### config.mk
export PLATFORM = sky130hd
export DESIGN_NAME = scop_top
export DESIGN_NICKNAME = d
export VERILOG_FILES = /design/src/hdl/scop_pkg.sv /design/src/hdl/scop_top.sv
export SDC_FILE = /design/constraint.sdc
export NUM_CORES = 1
export LEC_CHECK = 0
export BUFFER_PORTS_ARGS = -buffer_cell sky130_fd_sc_hd__clkbuf_2
export CAP_MARGIN = 20
export CORE_ASPECT_RATIO = 0.75
export CORE_UTILIZATION = 55
export DETAILED_ROUTE_END_ITERATION = 12
export PLACE_DENSITY = 0.82
export SYNTH_ARGS = -nofsm -noshare
export SYNTH_HDL_FRONTEND = slang
export SYNTH_SLANG_ARGS = --single-unit
### constraint.sdc
create_clock -name sys_clk -period 2.6 [get_ports sys_clk]
set_clock_uncertainty 0.05 [all_clocks]
set_input_delay 0.13 -clock sys_clk [delete_from_list [all_inputs] [get_ports sys_clk]]
set_output_delay 0.13 -clock sys_clk [all_outputs]
set_load 0.03 [all_outputs]
### src/hdl/scop_pkg.sv
// constants and carrier types for the sampling converter output pipeline
// assumes one 25 MHz clock; analog levels arrive as unsigned digital levels
// Function
// RULE1: a sample taken each cycle shows on the outputs three edges later
// RULE2: output pins change only on a rising clock edge, from a register
// RULE3: previous output word stays valid until the next rising edge replaces it
// RULE4: one new conversion result reaches the outputs in every active cycle
// RULE5: code is unsigned straight binary spanning bottom to top reference; code is (level - bottom) >> STEP_SH, top only clamps
// RULE6: input below the bottom reference gives an all zero word
// RULE7: input above the top reference gives an all one word
// RULE8: conversion runs continuously while the clock runs and is enabled
// RULE9: conversion is active only while the sleep request is low
// RULE10: sleep request high holds the outputs at the last conversion
// RULE11: after wake, output words are flagged invalid for about one microsecond
// RULE12: with the clock stopped, the outputs keep the last code
// RULE13: receiver registers words on a rising edge after the output delay
package scop_pkg;

  // ************************************************************
  // widths and codes
  // ************************************************************
  localparam int              CODE_W    = 8;
  localparam int              LEVEL_W   = 12;
  localparam int              STEP_SH   = 4;    // levels per code step = 2**STEP_SH
  localparam logic [7:0]      CODE_ZERO = 8'h00;
  localparam logic [7:0]      CODE_FULL = 8'hff;
  localparam int              FIFO_DEPTH = 8;

  // ************************************************************
  // timing
  // ************************************************************
  localparam int              CLK_PERIOD_NS = 40;
  localparam int              WAKE_NS       = 1000;
  localparam int              SETTLE_W      = 5;
  // least time: round up to whole cycles
  localparam logic [4:0]      WAKE_CYC      =
    SETTLE_W'((WAKE_NS + CLK_PERIOD_NS - 1) / CLK_PERIOD_NS);
  localparam int              LATENCY       = 3;

  // one quantised result as it travels through the buffer
  typedef struct packed {
    logic              below;
    logic              above;
    logic [CODE_W-1:0] code;
  } scop_result_t;

endpackage : scop_pkg

### src/hdl/scop_top.sv
// output pipeline of an 8-bit sampling converter: capture, quantise, buffer, drive
// assumes sample level and references come from logic on sys_clk; sleep pin is async
`timescale 1ns/1ps

// ************************************************************
// buffer between quantiser and output driver
// ************************************************************
module scop_fifo #(
  parameter int W     = 8,
  parameter int DEPTH = 8,
  parameter int CW    = $clog2(DEPTH + 1),
  parameter int PW    = $clog2(DEPTH)
) (
  input  wire logic          sys_clk,
  input  wire logic          rst_n,
  input  wire logic          clk_en,
  input  wire logic          clr,
  input  wire logic          in_valid,
  input  wire logic [W-1:0]  in_data,
  output logic               in_ready,
  output logic               out_valid,
  output logic [W-1:0]       out_data,
  input  wire logic          out_ready,
  output logic [CW-1:0]      count
);
  logic [W-1:0]  mem_q [DEPTH];
  logic [PW-1:0] wr_q;
  logic [PW-1:0] rd_q;
  logic [CW-1:0] cnt_q;
  logic          push;
  logic          pop;

  // handshakes; full and empty straight from the count
  assign in_ready  = (cnt_q != CW'(DEPTH));
  assign out_valid = (cnt_q != '0);
  assign out_data  = mem_q[rd_q];
  assign count     = cnt_q;
  assign push      = clk_en && in_valid && in_ready;
  assign pop       = clk_en && out_valid && out_ready;

  // storage, written only on accepted pushes
  always_ff @(posedge sys_clk) begin
    if (push) begin
      mem_q[wr_q] <= in_data;
    end
  end

  // pointers and count; clear drops stale content on wake
  always_ff @(posedge sys_clk) begin
    if (!rst_n || (clk_en && clr)) begin
      wr_q  <= '0;
      rd_q  <= '0;
      cnt_q <= '0;
    end else begin
      if (push) begin
        wr_q <= (wr_q == PW'(DEPTH - 1)) ? '0 : wr_q + 1'b1;
      end
      if (pop) begin
        rd_q <= (rd_q == PW'(DEPTH - 1)) ? '0 : rd_q + 1'b1;
      end
      case ({push, pop})
        2'b10:   cnt_q <= cnt_q + 1'b1;
        2'b01:   cnt_q <= cnt_q - 1'b1;
        default: cnt_q <= cnt_q;
      endcase
    end
  end
endmodule : scop_fifo

// ************************************************************
// converter output pipeline
// ************************************************************
module scop_top
  import scop_pkg::*;
#(
  parameter int DEPTH = FIFO_DEPTH
) (
  input  wire logic               sys_clk,
  input  wire logic               rst_n,
  input  wire logic               clk_en,
  input  wire logic               sleep_request,
  input  wire logic [LEVEL_W-1:0] sample_level,
  input  wire logic [LEVEL_W-1:0] ladder_bottom_ref,
  input  wire logic [LEVEL_W-1:0] ladder_top_ref,
  output logic [CODE_W-1:0]       sample_code,
  output logic                    sample_valid,
  output logic                    low_power
);
  localparam int CW = $clog2(DEPTH + 1);

  logic               slp_s1_q;
  logic               slp_s2_q;
  logic               slp_s3_q;
  logic               sleep_q;
  logic               sleep_d;
  logic               flush;
  logic [LEVEL_W-1:0] level_q;
  logic               s0_vld_q;
  scop_result_t       res;
  scop_result_t       fifo_out;
  logic               in_ready;
  logic               out_valid;
  logic [CW-1:0]      fifo_cnt;
  logic               pop;
  logic               push;
  logic               loaded_q;
  logic [SETTLE_W-1:0] settle_q;

  // clamp and scale one level against the ladder
  function automatic scop_result_t quantize(input logic [LEVEL_W-1:0] lvl,
                                            input logic [LEVEL_W-1:0] bot,
                                            input logic [LEVEL_W-1:0] top);
    scop_result_t       r;
    logic [LEVEL_W-1:0] diff;
    diff    = lvl - bot;
    r.below = (lvl < bot);
    r.above = (lvl > top);
    r.code  = r.below ? CODE_ZERO :                  // RULE6
              r.above ? CODE_FULL :                  // RULE7
              diff[STEP_SH +: CODE_W];               // RULE5
    return r;
  endfunction : quantize

  // ************************************************************
  // sleep pin synchroniser: change taken once stages two and three agree
  // ************************************************************
  always_ff @(posedge sys_clk) begin
    if (!rst_n) begin
      slp_s1_q <= 1'b0;
      slp_s2_q <= 1'b0;
      slp_s3_q <= 1'b0;
      sleep_q  <= 1'b0;
    end else if (clk_en) begin
      slp_s1_q <= sleep_request;
      slp_s2_q <= slp_s1_q;
      slp_s3_q <= slp_s2_q;
      sleep_q  <= sleep_d;
    end
  end
  assign sleep_d = (slp_s2_q == slp_s3_q) ? slp_s2_q : sleep_q;   // RULE9
  // wake drops the buffered backlog so latency returns to three edges
  assign flush   = sleep_q && !sleep_d;

  // ************************************************************
  // capture stage: stalls only when the buffer is full
  // ************************************************************
  always_ff @(posedge sys_clk) begin
    if (!rst_n) begin
      level_q  <= '0;
      s0_vld_q <= 1'b0;
    end else if (clk_en) begin                                 // RULE12
      if (flush) begin
        s0_vld_q <= 1'b0;
      end else if (in_ready || !s0_vld_q) begin                 // RULE8
        level_q  <= sample_level;                               // RULE1
        s0_vld_q <= 1'b1;
      end
    end
  end

  assign res  = quantize(level_q, ladder_bottom_ref, ladder_top_ref);
  assign push = clk_en && s0_vld_q && in_ready && !flush;
  // drain halts while asleep, so the buffer fills and stalls capture
  assign pop  = clk_en && out_valid && !sleep_q;                // RULE10

  scop_fifo #(
    .W     ($bits(scop_result_t)),
    .DEPTH (DEPTH)
  ) u_fifo (
    .sys_clk   (sys_clk),
    .rst_n     (rst_n),
    .clk_en    (clk_en),
    .clr       (flush),
    .in_valid  (s0_vld_q && !flush),
    .in_data   (res),
    .in_ready  (in_ready),
    .out_valid (out_valid),
    .out_data  (fifo_out),
    .out_ready (!sleep_q),
    .count     (fifo_cnt)
  );

  // ************************************************************
  // output driver: registered, so pins move only after a rising edge
  // ************************************************************
  always_ff @(posedge sys_clk) begin
    if (!rst_n) begin
      sample_code <= CODE_ZERO;
      loaded_q    <= 1'b0;
    end else if (clk_en) begin
      loaded_q <= pop;
      if (pop) begin
        sample_code <= fifo_out.code;                           // RULE2 RULE3 RULE4
      end
    end
  end

  // settle window after wake; words during it carry valid low
  always_ff @(posedge sys_clk) begin
    if (!rst_n) begin
      settle_q     <= '0;
      sample_valid <= 1'b0;
      low_power    <= 1'b0;
    end else if (clk_en) begin
      low_power <= sleep_d;
      if (flush) begin
        settle_q <= WAKE_CYC;                                   // RULE11
      end else if (settle_q != '0) begin
        settle_q <= settle_q - 1'b1;
      end
      sample_valid <= pop && (settle_q == '0) && !flush;        // RULE11
    end
  end
endmodule : scop_top

---- Word level (Yosys, flattened, before mapping) ----
Memories as Yosys holds them, arrays and structs flattened. A register that Yosys moved wholly into a read port is not among the register bits.
Index checks and enable logic that the tools add are counted.
storage, ports and cells
  register bits after elaboration ......... 33
  latch bits .............................. 0
  RAM bits ................................ 80
  ROM bits ................................ 0
  word-level logic and storage cells ...... 66
  memories ................................ 1
operators by class
  add/sub/neg operators ................... 6
  multiply operators ...................... 0
  div/mod/pow operators ................... 0
  magnitude comparators ................... 2
  equal/unequal tests ..................... 6
  shift-type cells ........................ 0
  muxes and demuxes ....................... 12
  bitwise gates (word level) .............. 1
  reductions and logical operators ........ 27
memory list
  name          depth  width  read ports  clocked after Yosys merged registers in  write ports  RTL line        source
  u_fifo.mem_q  8      10     1           1                                        1            scop_top.sv:26  logic [W-1:0] mem_q [DEPTH];
operators by type and width
  operator                                                             number
  8-bit 2-to-1 mux                                                     2
  12-bit greater-than comparator                                       1
  12-bit less-than comparator                                          1
  12-bit subtractor                                                    1
  5-bit 2-to-1 mux                                                     2
  1-bit logical AND                                                    9
  4-bit case mux with 2 select lines                                   1
  3-bit by 1-bit adder with 3-bit output (second input constant)       2
  3-bit == test (second input constant)                                2
  1-bit logical NOT                                                    6
  3-bit 2-to-1 mux                                                     2
  2-bit AND reduction                                                  3
  2-bit nonzero test                                                   3
  5-bit logical NOT                                                    1
  1-bit 2-to-1 mux                                                     5
  5-bit nonzero test                                                   1
  5-bit by 1-bit subtractor with 5-bit output (second input constant)  1
  4-bit by 1-bit adder with 4-bit output (second input constant)       1
  4-bit inequality test (second input constant)                        1
  4-bit nonzero test                                                   1
  4-bit by 1-bit subtractor with 4-bit output (second input constant)  1
  3-bit AND reduction                                                  1
  2-bit by 1-bit == test with 1-bit output (second input constant)     1
  2-bit == test (second input constant)                                1
  3 further kinds                                                      4

---- Longest topological paths before layout ----
Gate-level depths: netlist of run 1.
  word-level depth ........................ 10
  mapped depth ............................ 12

---- By module ----
From an unflattened synthesis of run 1, not the netlist that was laid out.
unflattened totals
  cell total of the unflattened synthesis .. 442
  area total of the unflattened synthesis .. 5880.6 um2
by module, submodules not included
  module     times used  cells an instance  area an instance (um2)  seq. area each (um2)
  scop_fifo  1           194                3717.3                  2662.6
  scop_top   1           248                2163.3                  620.6

---- Worst setup path before layout of run 1 ----
Ideal clock, no wire load.
  path kind ............................... reg-to-reg
  start ................................... reg u_fifo.cnt_q[1] (netlist: u_fifo.count[1])
  end ..................................... reg u_fifo.cnt_q[3] (netlist: u_fifo.count[3])
  library setup time ...................... 0.071 ns
  arrival ................................. 2.203 ns
  slack ................................... 0.276 ns
  stages on the path, launching flop included .. 11
  buffers on the path ..................... 2
  period minus slack after synthesis ...... 2.324 ns
  cells stage by stage .................... dfxtp_1 clkbuf_1 nor4_1 nor3_1 clkbuf_1 ha_1 nor2b_1 a21oi_1 o32a_1 or3_1 a21oi_1
between the ends
  word-level cells in the longest chain between the ends .. 5
  elaborated cells on any way between the ends .. 11
  those cells by class .................... add/sub (2); eq/ne (3); mux (1); reduce/logical (5)
ends and longest elaborated chain
  what                                                                       RTL line        source
  start, declared                                                            scop_top.sv:29  logic [CW-1:0] cnt_q;
  start signal, assigned                                                     scop_top.sv:62  2'b10: cnt_q <= cnt_q + 1'b1;
  start signal, assigned                                                     scop_top.sv:63  2'b01: cnt_q <= cnt_q - 1'b1;
  start signal, assigned                                                     scop_top.sv:64  default: cnt_q <= cnt_q;
  4-bit nonzero test                                                         scop_top.sv:35  assign out_valid = (cnt_q != '0);
  1-bit logical AND (2 in series)                                            scop_top.sv:39  assign pop = clk_en && out_valid && out_ready;
  2-bit by 1-bit == test with 1-bit output or 2-bit == test (tied branches)  scop_top.sv:61  case ({push, pop})
  4-bit case mux with 2 select lines or 2-bit nonzero test (tied branches)   -
Several ways; a longest one is shown, not always the timed one.
A chain may end at the register's enable or synchronous reset.

==> results of run 1 <==
-- metal layers --
metal  up-vias  global-route usage (%)  wire length (um)
met5         -                       0                 0
met4         0                    7.27               158
met3        16                    5.57               550
met2       111                    37.3              4800
met1      1669                    30.0              4650
li1       1636                       -                 -
-- state kept, by name, indices dropped and copies added (netlist names), 3 cells and up --
name / count
level_q: 12
settle_q: 5
u_fifo.wr_q: 3
u_fifo.rd_q: 3
sample_code: 8
u_fifo.mem_q: 64
u_fifo.count: 4
-- Yosys cell counts (4+ instances only) --
master / count / area, um2
edfxtp_1: 64 / 1920
dfxtp_1: 41 / 821
ha_1: 32 / 400
inv_1: 28 / 105
mux2i_1: 28 / 280
nand2_1: 27 / 101
a21oi_1: 25 / 125
nor2_1: 25 / 93.8
nor2b_1: 25 / 156
mux4_2: 16 / 360
o21ai_0: 9 / 45.0
clkbuf_1: 8 / 30.0
o211a_1: 8 / 80.1
nor3_1: 7 / 35.0
xor2_1: 7 / 61.3
nand4_1: 4 / 25.0
-- timing repair --
item                                    in CTS  in global routing
endpoints found under the setup margin       0                 15
buffers inserted                             0                  0
hold buffers                                 7                  0
hold endpoints to repair                     7                  0
resized for setup                            0                  2
-- cells by family after synthesis --
group | after synthesis
AOI/OAI and AO/OA | 69
DFF | 105
xor gates and xnor gates | 8
and+or+nand+nor | 105
muxes | 44
adders and majority gates | 32
buffers and inverters | 42
-- area by class of cell --
| class | count | area [um2] | area share [%] |
|---|---|---|---|
| Sequential cell | 105 | 2740 | 46.9 |
| Multi-Input combinational cell | 258 | 2160 | 36.9 |
| Timing Repair Buffer | 71 | 428 | 7.32 |
| Clock buffer | 9 | 225 | 3.85 |
| Tap cell | 108 | 135 | 2.31 |
| Inverter | 28 | 105 | 1.80 |
| Clock inverter | 7 | 53.8 | 0.920 |
-- stage by stage --
step / hold WS [ns] / setup WS, ns / setup TNS, ns / power (mW)
floorplan: 0.218 / 0.276 / 0 / 3.21
global placement: 0.339 / 0.193 / 0 / 3.48
detailed placement: 0.346 / 0.115 / 0 / 3.53
CTS: 0.00161 / 0.0791 / 0 / 4.81
global route: 0.0138 / -0.000926 / -0.00392 / 5.06
finish: 0.00411 / 0.0575 / 0 / 4.79
-- path summary, 6_finish.rpt --
check | start | end | cells past startpoint
worst max-delay path | level_q[3] | u_fifo.mem_q[3][4] | 8
worst min-delay path | sample_level[1] | level_q[1] | 3
worst max register to register | level_q[3] | u_fifo.mem_q[3][4] | 8
worst min register to register | u_fifo.wr_q[2] | u_fifo.wr_q[2] | 2
-- worst max-delay path: stages (launching register included) --
cell and delay [ns]:
dfxtp_1 0.34, ha_1 0.32, a211oi_2 0.23, nor2_1 0.10, o31a_1 0.37, a31o_4 0.30, a21oi_4 0.29, a21oi_1 0.10
buf_4 0.19
-- placed cells by master (no fill, tap or decap), drive strengths merged, types with 4 or more instances in the layout --
| master | Yosys | routed |
|---|---|---|
| ha | 32 | 32 |
| clkbuf | 8 | 58 |
| o211a | 8 | 8 |
| nor2b | 25 | 25 |
| dfxtp | 41 | 41 |
| mux2i | 28 | 28 |
| o21ai | 10 | 10 |
| nor2 | 25 | 25 |
| mux4 | 16 | 16 |
| a21oi | 26 | 26 |
| nor3 | 7 | 7 |
| nand4 | 4 | 4 |
| xor2 | 7 | 7 |
| edfxtp | 64 | 64 |
| inv | 28 | 30 |
| nand2 | 27 | 27 |
| buf | 6 | 15 |
| dlygate4sd3 | 0 | 7 |
-- where the power goes --
part | total [mW] | internal (mW) | switching, mW
logic | 1.45 | 0.647 | 0.801
clock network | 1.27 | 0.656 | 0.609
registers | 2.08 | 1.94 | 0.134
total | 4.79 | 3.25 | 1.54
==> key figures, run 1 <==
Final layout
  – ANT cells: 0
  – Share of cells above drive strength 1: 22.4%
  – Finished Cell Area: 0.00585 mm2
  – Fillcell total: 621
  – Layout net count: 545
  – Core Util, Final: 67.4%
  – Area grow syn2layout: 15.7%
  – Post-Layout Cell Count: 586

Timing
  – Worst Tran Pin Value: 0.712 ns
  – Slew Limit Fails: 0
  – Minimum clock period: 2.54 ns
  – Unrepaired setup endpoints after global routing: true
  – Fmax achieved: 393 MHz
  – Fin crit share: 97.8%
  – Final Hold Viols: 0
  – Slew headroom: 51.8%
  – Final setup fails: 0

Placement
  – Placed cell areas: 0.00549 mm2
  – Inst Count DP: 563
  – DP HPWL: 6890 um
  – Number of port buffers: 49
  – GP Congestion: 0.786

Logic synthesis
  – Post-Synth Adder-Cell Area: 7.92%
  – Post-synth EDFFs: 64
  – Post-Synthesis Cells: 405
  – Post-synthesis average cell area: 12.5 um2
  – Largest family of logic cells by synthesized area: multiplexers
  – FFs w/ async S/R, synth: 0%
  – XOR/XNOR Fraction of Synth Area: 1.39%
  – Synthesized cell area: 0.00505 mm2
  – Synth cell types: 51
  – Seq cells post-synth: 105
  – Ys flop type: edfxtp_1
  – Synth Area in Compound Gates: 9.78%
  – Sequential area share after synthesis: 54.3%
  – Simple-gate share of the synthesized area: 10.6%
  – Multiplexer share of the synthesized area: 12.7%
  – Synth Net Count: 477
  – Ys Warns: 0

Die
  – Core Rows: 29
  – Total core area: 0.00867 mm2
  – Top-Level Pins: 50
  – Die Height: 85.0 um
  – DIE WIDTH: 113 um
  – Starting Density: 58.3%
  – Die area: 0.00958 mm2

Routing
  – Residual DRC: 0
  – Iter 0 DRT Violations: 219
  – Routed vias: 3,432
  – DR pass1 iterations: 5
  – Total Wirelength: 10,200 um
  – Number of vias per cell: 5.86
  – Antenna viol nets, final: 0
  – DR WL/cell: 17.3 um

Status
  – Outcome: completed

Clock tree
  – Htree depth: 3
  – Clk slew on worst S/H paths: 0.07 ns
  – Clock Sinks: 105
  – CTS Root Cell: clkbuf_16
  – CTS tree: done
  – Skew-Pair Late Insertion Delay: 0.34 ns
  – Clock buffer count from CTS: 9
  – Deepest clock path buffer count: 2

GRT
  – Largest net degree at the start of global routing: 32
  – First-pass GRT wire length: 16,300 um
  – Initial antenna violation count: 0
  – Total gr overflow: 0
  – GRT Util Overall: 22.7%
  – Vias in the first global route: 3,304

Worst setup path
  – WP data required: 2.64 ns
  – CP endpoint kind: flop
  – WP data arrival: 2.58 ns
  – FF-to-FF setup slack: 0.06 ns
  – CP Class: flop to flop
  – Crit-path max FO: 8
  – Startpoint Class: flop

Power and ir drop
  – Pleak: 2.42 nW
  – PwrDens: 819 mW/mm2
  – Max VDD drop: 0.653 mV

Run
  – Max cap viols: 0

Worst hold path
  – Hold crit path type: primary input to flop
(Power assumes the default switching activity.)
==> run 2, diff against run 1 <==
- ABC_AREA: not set -> 1
==> run 2 against run 1 <==
Synthesized area up 5.4%. Critical endpoint is now u_fifo.mem_q[3][5]. Core utilization is 1.0 points lower. Maximum frequency up 13%.
==> key figures, run 2 <==
Worst setup path
  – Worst R2R Path Depth: 7 (-1)
  – CP Buf/Inv Count: 0 (-1)
  – Worst path top cell family by delay: compound AO/OA/AOI/OAI gates
  – Worst r2r src: level_q[9]
  – CP endpoint kind: flop
  – Startpoint Class: flop
  – Cell Chain, Critical Path: ha_1 > nand2_1 > nor3_1 > o21ai_0 > nand2_1 > a21oi_2 > a21oi_1
  – Critical path depth in cells: 7 (-1)
  – WP data required: 2.62 ns (-0.02 ns)
  – WP data arrival: 2.26 ns (-0.32 ns)
  – FF-to-FF setup slack: 0.35 ns (+0.29 ns)
  – Crit-path max FO: 8 (unchanged)
  – Crit path largest cell delay: 0.50 ns (+0.13 ns)
  – Setup crit start: level_q[9]
  – Critical-path top delay cell: a21oi_1
  – Reg2reg end: u_fifo.mem_q[3][5]
  – Critical Path Sink: u_fifo.mem_q[3][5]
  – CP most frequent cell: nand2_1
  – CP Class: flop to flop

Final layout
  – Top reg by flops: u_fifo.mem_q
  – Layout net count: 760 (+39%)
  – Core Util, Final: 66.4% (-1.0 points)
  – Commonest non-fill, non-tap cells in the layout: 111 x nand2_1, 105 x nor2_1, 81 x inv_1
  – ANT cells: 0 (unchanged)
  – Most common cell after layout, fill and taps aside: nand2_1
  – Share of cells above drive strength 1: 12.6% (-9.8 points)
  – Fillcell total: 756 (+22%)
  – Top Registers: u_fifo.mem_q: 64 flops, level_q: 12 flops, sample_code: 8 flops
  – Area grow syn2layout: 15.1%
  – Number of flip-flops in the largest register: 64 (unchanged)

Placement
  – GP Congestion: 0.904 (+15%)
  – DP HPWL: 8380 um (+22%)
  – Number of port buffers: 49 (unchanged)

Die
  – Die Height: 87.2 um (+2.6%)
  – Total core area: 0.00923 mm2 (+6.5%)
  – Die area: 0.0101 mm2 (+5.3%)
  – Core Rows: 30 (+3.4%)
  – Starting Density: 57.7% (-0.58 points)
  – Top-Level Pins: 50 (unchanged)
  – DIE WIDTH: 116 um (+2.6%)

Routing
  – Iter 0 DRT Violations: 385 (+76%)
  – DR WL/cell: 14.4 um (-17%)
  – Routed vias: 4,423 (+29%)
  – Residual DRC: 0 (unchanged)
  – Antenna viol nets, final: 0 (unchanged)
  – Total Wirelength: 11,800 um (+16%)
  – DR pass1 iterations: 5 (unchanged)
  – Number of vias per cell: 5.39 (-8.0%)

Logic synthesis
  – Synth cell types: 33 (-35%)
  – Most frequent cell after synthesis: nand2_1
  – Ys Warns: 0 (unchanged)
  – Share of the synthesized area in the top cell type: 36.1% (-2.0 points)
  – Post-synth EDFFs: 64 (unchanged)
  – Largest area contributor in the netlist: edfxtp_1
  – Sequential area share after synthesis: 51.5% (-2.8 points)
  – Post-Synthesis Cells: 622 (+54%)
  – Ranking of synthesized cells by area: edfxtp_1 36%, dfxtp_1 15%, nand2_1 7.8%
  – Post-synthesis average cell area: 8.56 um2 (-31%)
  – Seq cells post-synth: 105 (unchanged)
  – Commonest cells post-synth: 111 x nand2_1, 105 x nor2_1, 81 x inv_1, 64 x edfxtp_1, 57 x o21ai_0
  – FFs w/ async S/R, synth: 0% (unchanged)
  – Synthesized cell area: 0.00533 mm2 (+5.4%)
  – Synth Net Count: 694 (+45%)
  – Ys flop type: edfxtp_1

Power and ir drop
  – PwrDens: 826 mW/mm2 (+0.84%)
  – Max VDD drop: 0.359 mV (-45%)
  – Pleak: 2.78 nW (+15%)

GRT
  – Total gr overflow: 0 (unchanged)
  – Largest net degree at the start of global routing: 36 (+13%)
  – First-pass GRT wire length: 19,200 um (+18%)
  – Initial antenna violation count: 0 (unchanged)
  – M2 GR Usage: 41.6% (+4.3 points)
  – Vias in the first global route: 4,181 (+27%)
  – GRT Util Overall: 25.4% (+2.7 points)
  – GR peak layer: met2
  – Met1 Track Usage GR: 33.0% (+3.0 points)
  – Met3 Use GR: 6.19% (+0.62 points)

Worst hold path
  – Hold crit path type: primary input to flop

Timing
  – Fmax achieved: 445 MHz (+13%)
  – Hold Slack: 0.00280 ns (-0.00131 ns)
  – Slew Limit Fails: 0 (unchanged)
  – Fin crit share: 86.5% (-11 points)
  – Minimum clock period: 2.25 ns (-0.294 ns)
  – Unrepaired setup endpoints after global routing: false
  – Setup TNS: 0 ns (unchanged)
  – Final setup fails: 0 (unchanged)
  – Final Hold Viols: 0 (unchanged)
  – Worst Tran Pin Value: 0.900 ns (+0.188 ns)
  – Slew headroom: 39.9% (-12 points)

Clock tree
  – Htree depth: 3 (unchanged)
  – Skew-Pair Late Insertion Delay: 0.35 ns (about the same)
  – CTS Root Cell: clkbuf_16
  – Clock buffer count from CTS: 9 (unchanged)
  – Post-CTS Setup Repair Bufs: 0 (unchanged)
  – CTS tree: done
  – Deepest clock path buffer count: 2 (unchanged)
  – Clk slew on worst S/H paths: 0.07 ns (about the same)
  – Clock Sinks: 105 (unchanged)

Run
  – Max cap viols: 0 (unchanged)

Status
  – Outcome: completed
## run 2: cells by family after synthesis
kind of cell    after synthesis  share of synthesized area [%]
compound gates              118                           12.4
xor+xnor                      4                          0.658
fa+ha+maj                    32                           7.52
buf+inv                     101                           7.56
flops                       105                           51.5
simple gates                262                           20.3
## run 2: power by group
| group | total [mW] | switching (mW) | internal (mW) |
|---|---|---|---|
| combinational | 1.65 | 1.10 | 0.548 |
| sequential | 2.10 | 0.140 | 1.96 |
| clock | 1.31 | 0.636 | 0.675 |
| total | 5.07 | 1.88 | 3.19 |
## run 2: repair_timing
item	4_1_cts	5_1_grt
endpoints found under the hold margin	9	0
hold buffers	9	0
gates resized for setup	0	0
## run 2: area by class of cell
class	instances	area, um2	area share (%)
Tap cell	128	160	2.61
Clock inverter	7	67.6	1.10
Multi-Input combinational cell	416	2180	35.6
Clock buffer	9	225	3.67
Sequential cell	105	2740	44.7
Inverter	84	315	5.14
Timing Repair Buffer	72	440	7.18
## run 2: how the worst min path moves through the flow
stage	endpoint	startpoint	cells past startpoint	slack [ns]
3_3_place_gp	slp_s1_q	sleep_request	3	0.30
4_1_cts	level_q[11]	sample_level[11]	3	0.0006
6_report	level_q[4]	sample_level[4]	3	0.003
2_1_floorplan	slp_s1_q	sleep_request	2	0.21
3_5_place_dp	level_q[7]	sample_level[7]	3	0.34
5_1_grt	level_q[4]	sample_level[4]	3	0.005
## run 2: per-layer routing
metal | vias up | wire length (um)
met3 | 21 | 812
met2 | 166 | 5490
met5 | - | 0
met1 | 2030 | 5320
met4 | 0 | 214
li1 | 2206 | -
## run 2: stage by stage
stage               instance area (um2)  power [mW]  instances  setup slack (ns)
floorplan                          5330        3.31        622             0.422
global placement                   5750        3.67        796             0.557
detailed placement                 5750        3.75        796             0.431
CTS                                6130        5.07        821             0.387
global route                       6130        5.38        821             0.159
finish                             6130        5.07        821             0.351
## run 2: worst min-delay path: cells and delay by family
family / cells / cell delay, ns
AOI/OAI and AO/OA: 1 / 0.07
buffers and inverters: 1 / 0.07
and+or+nand+nor: 1 / 0.09
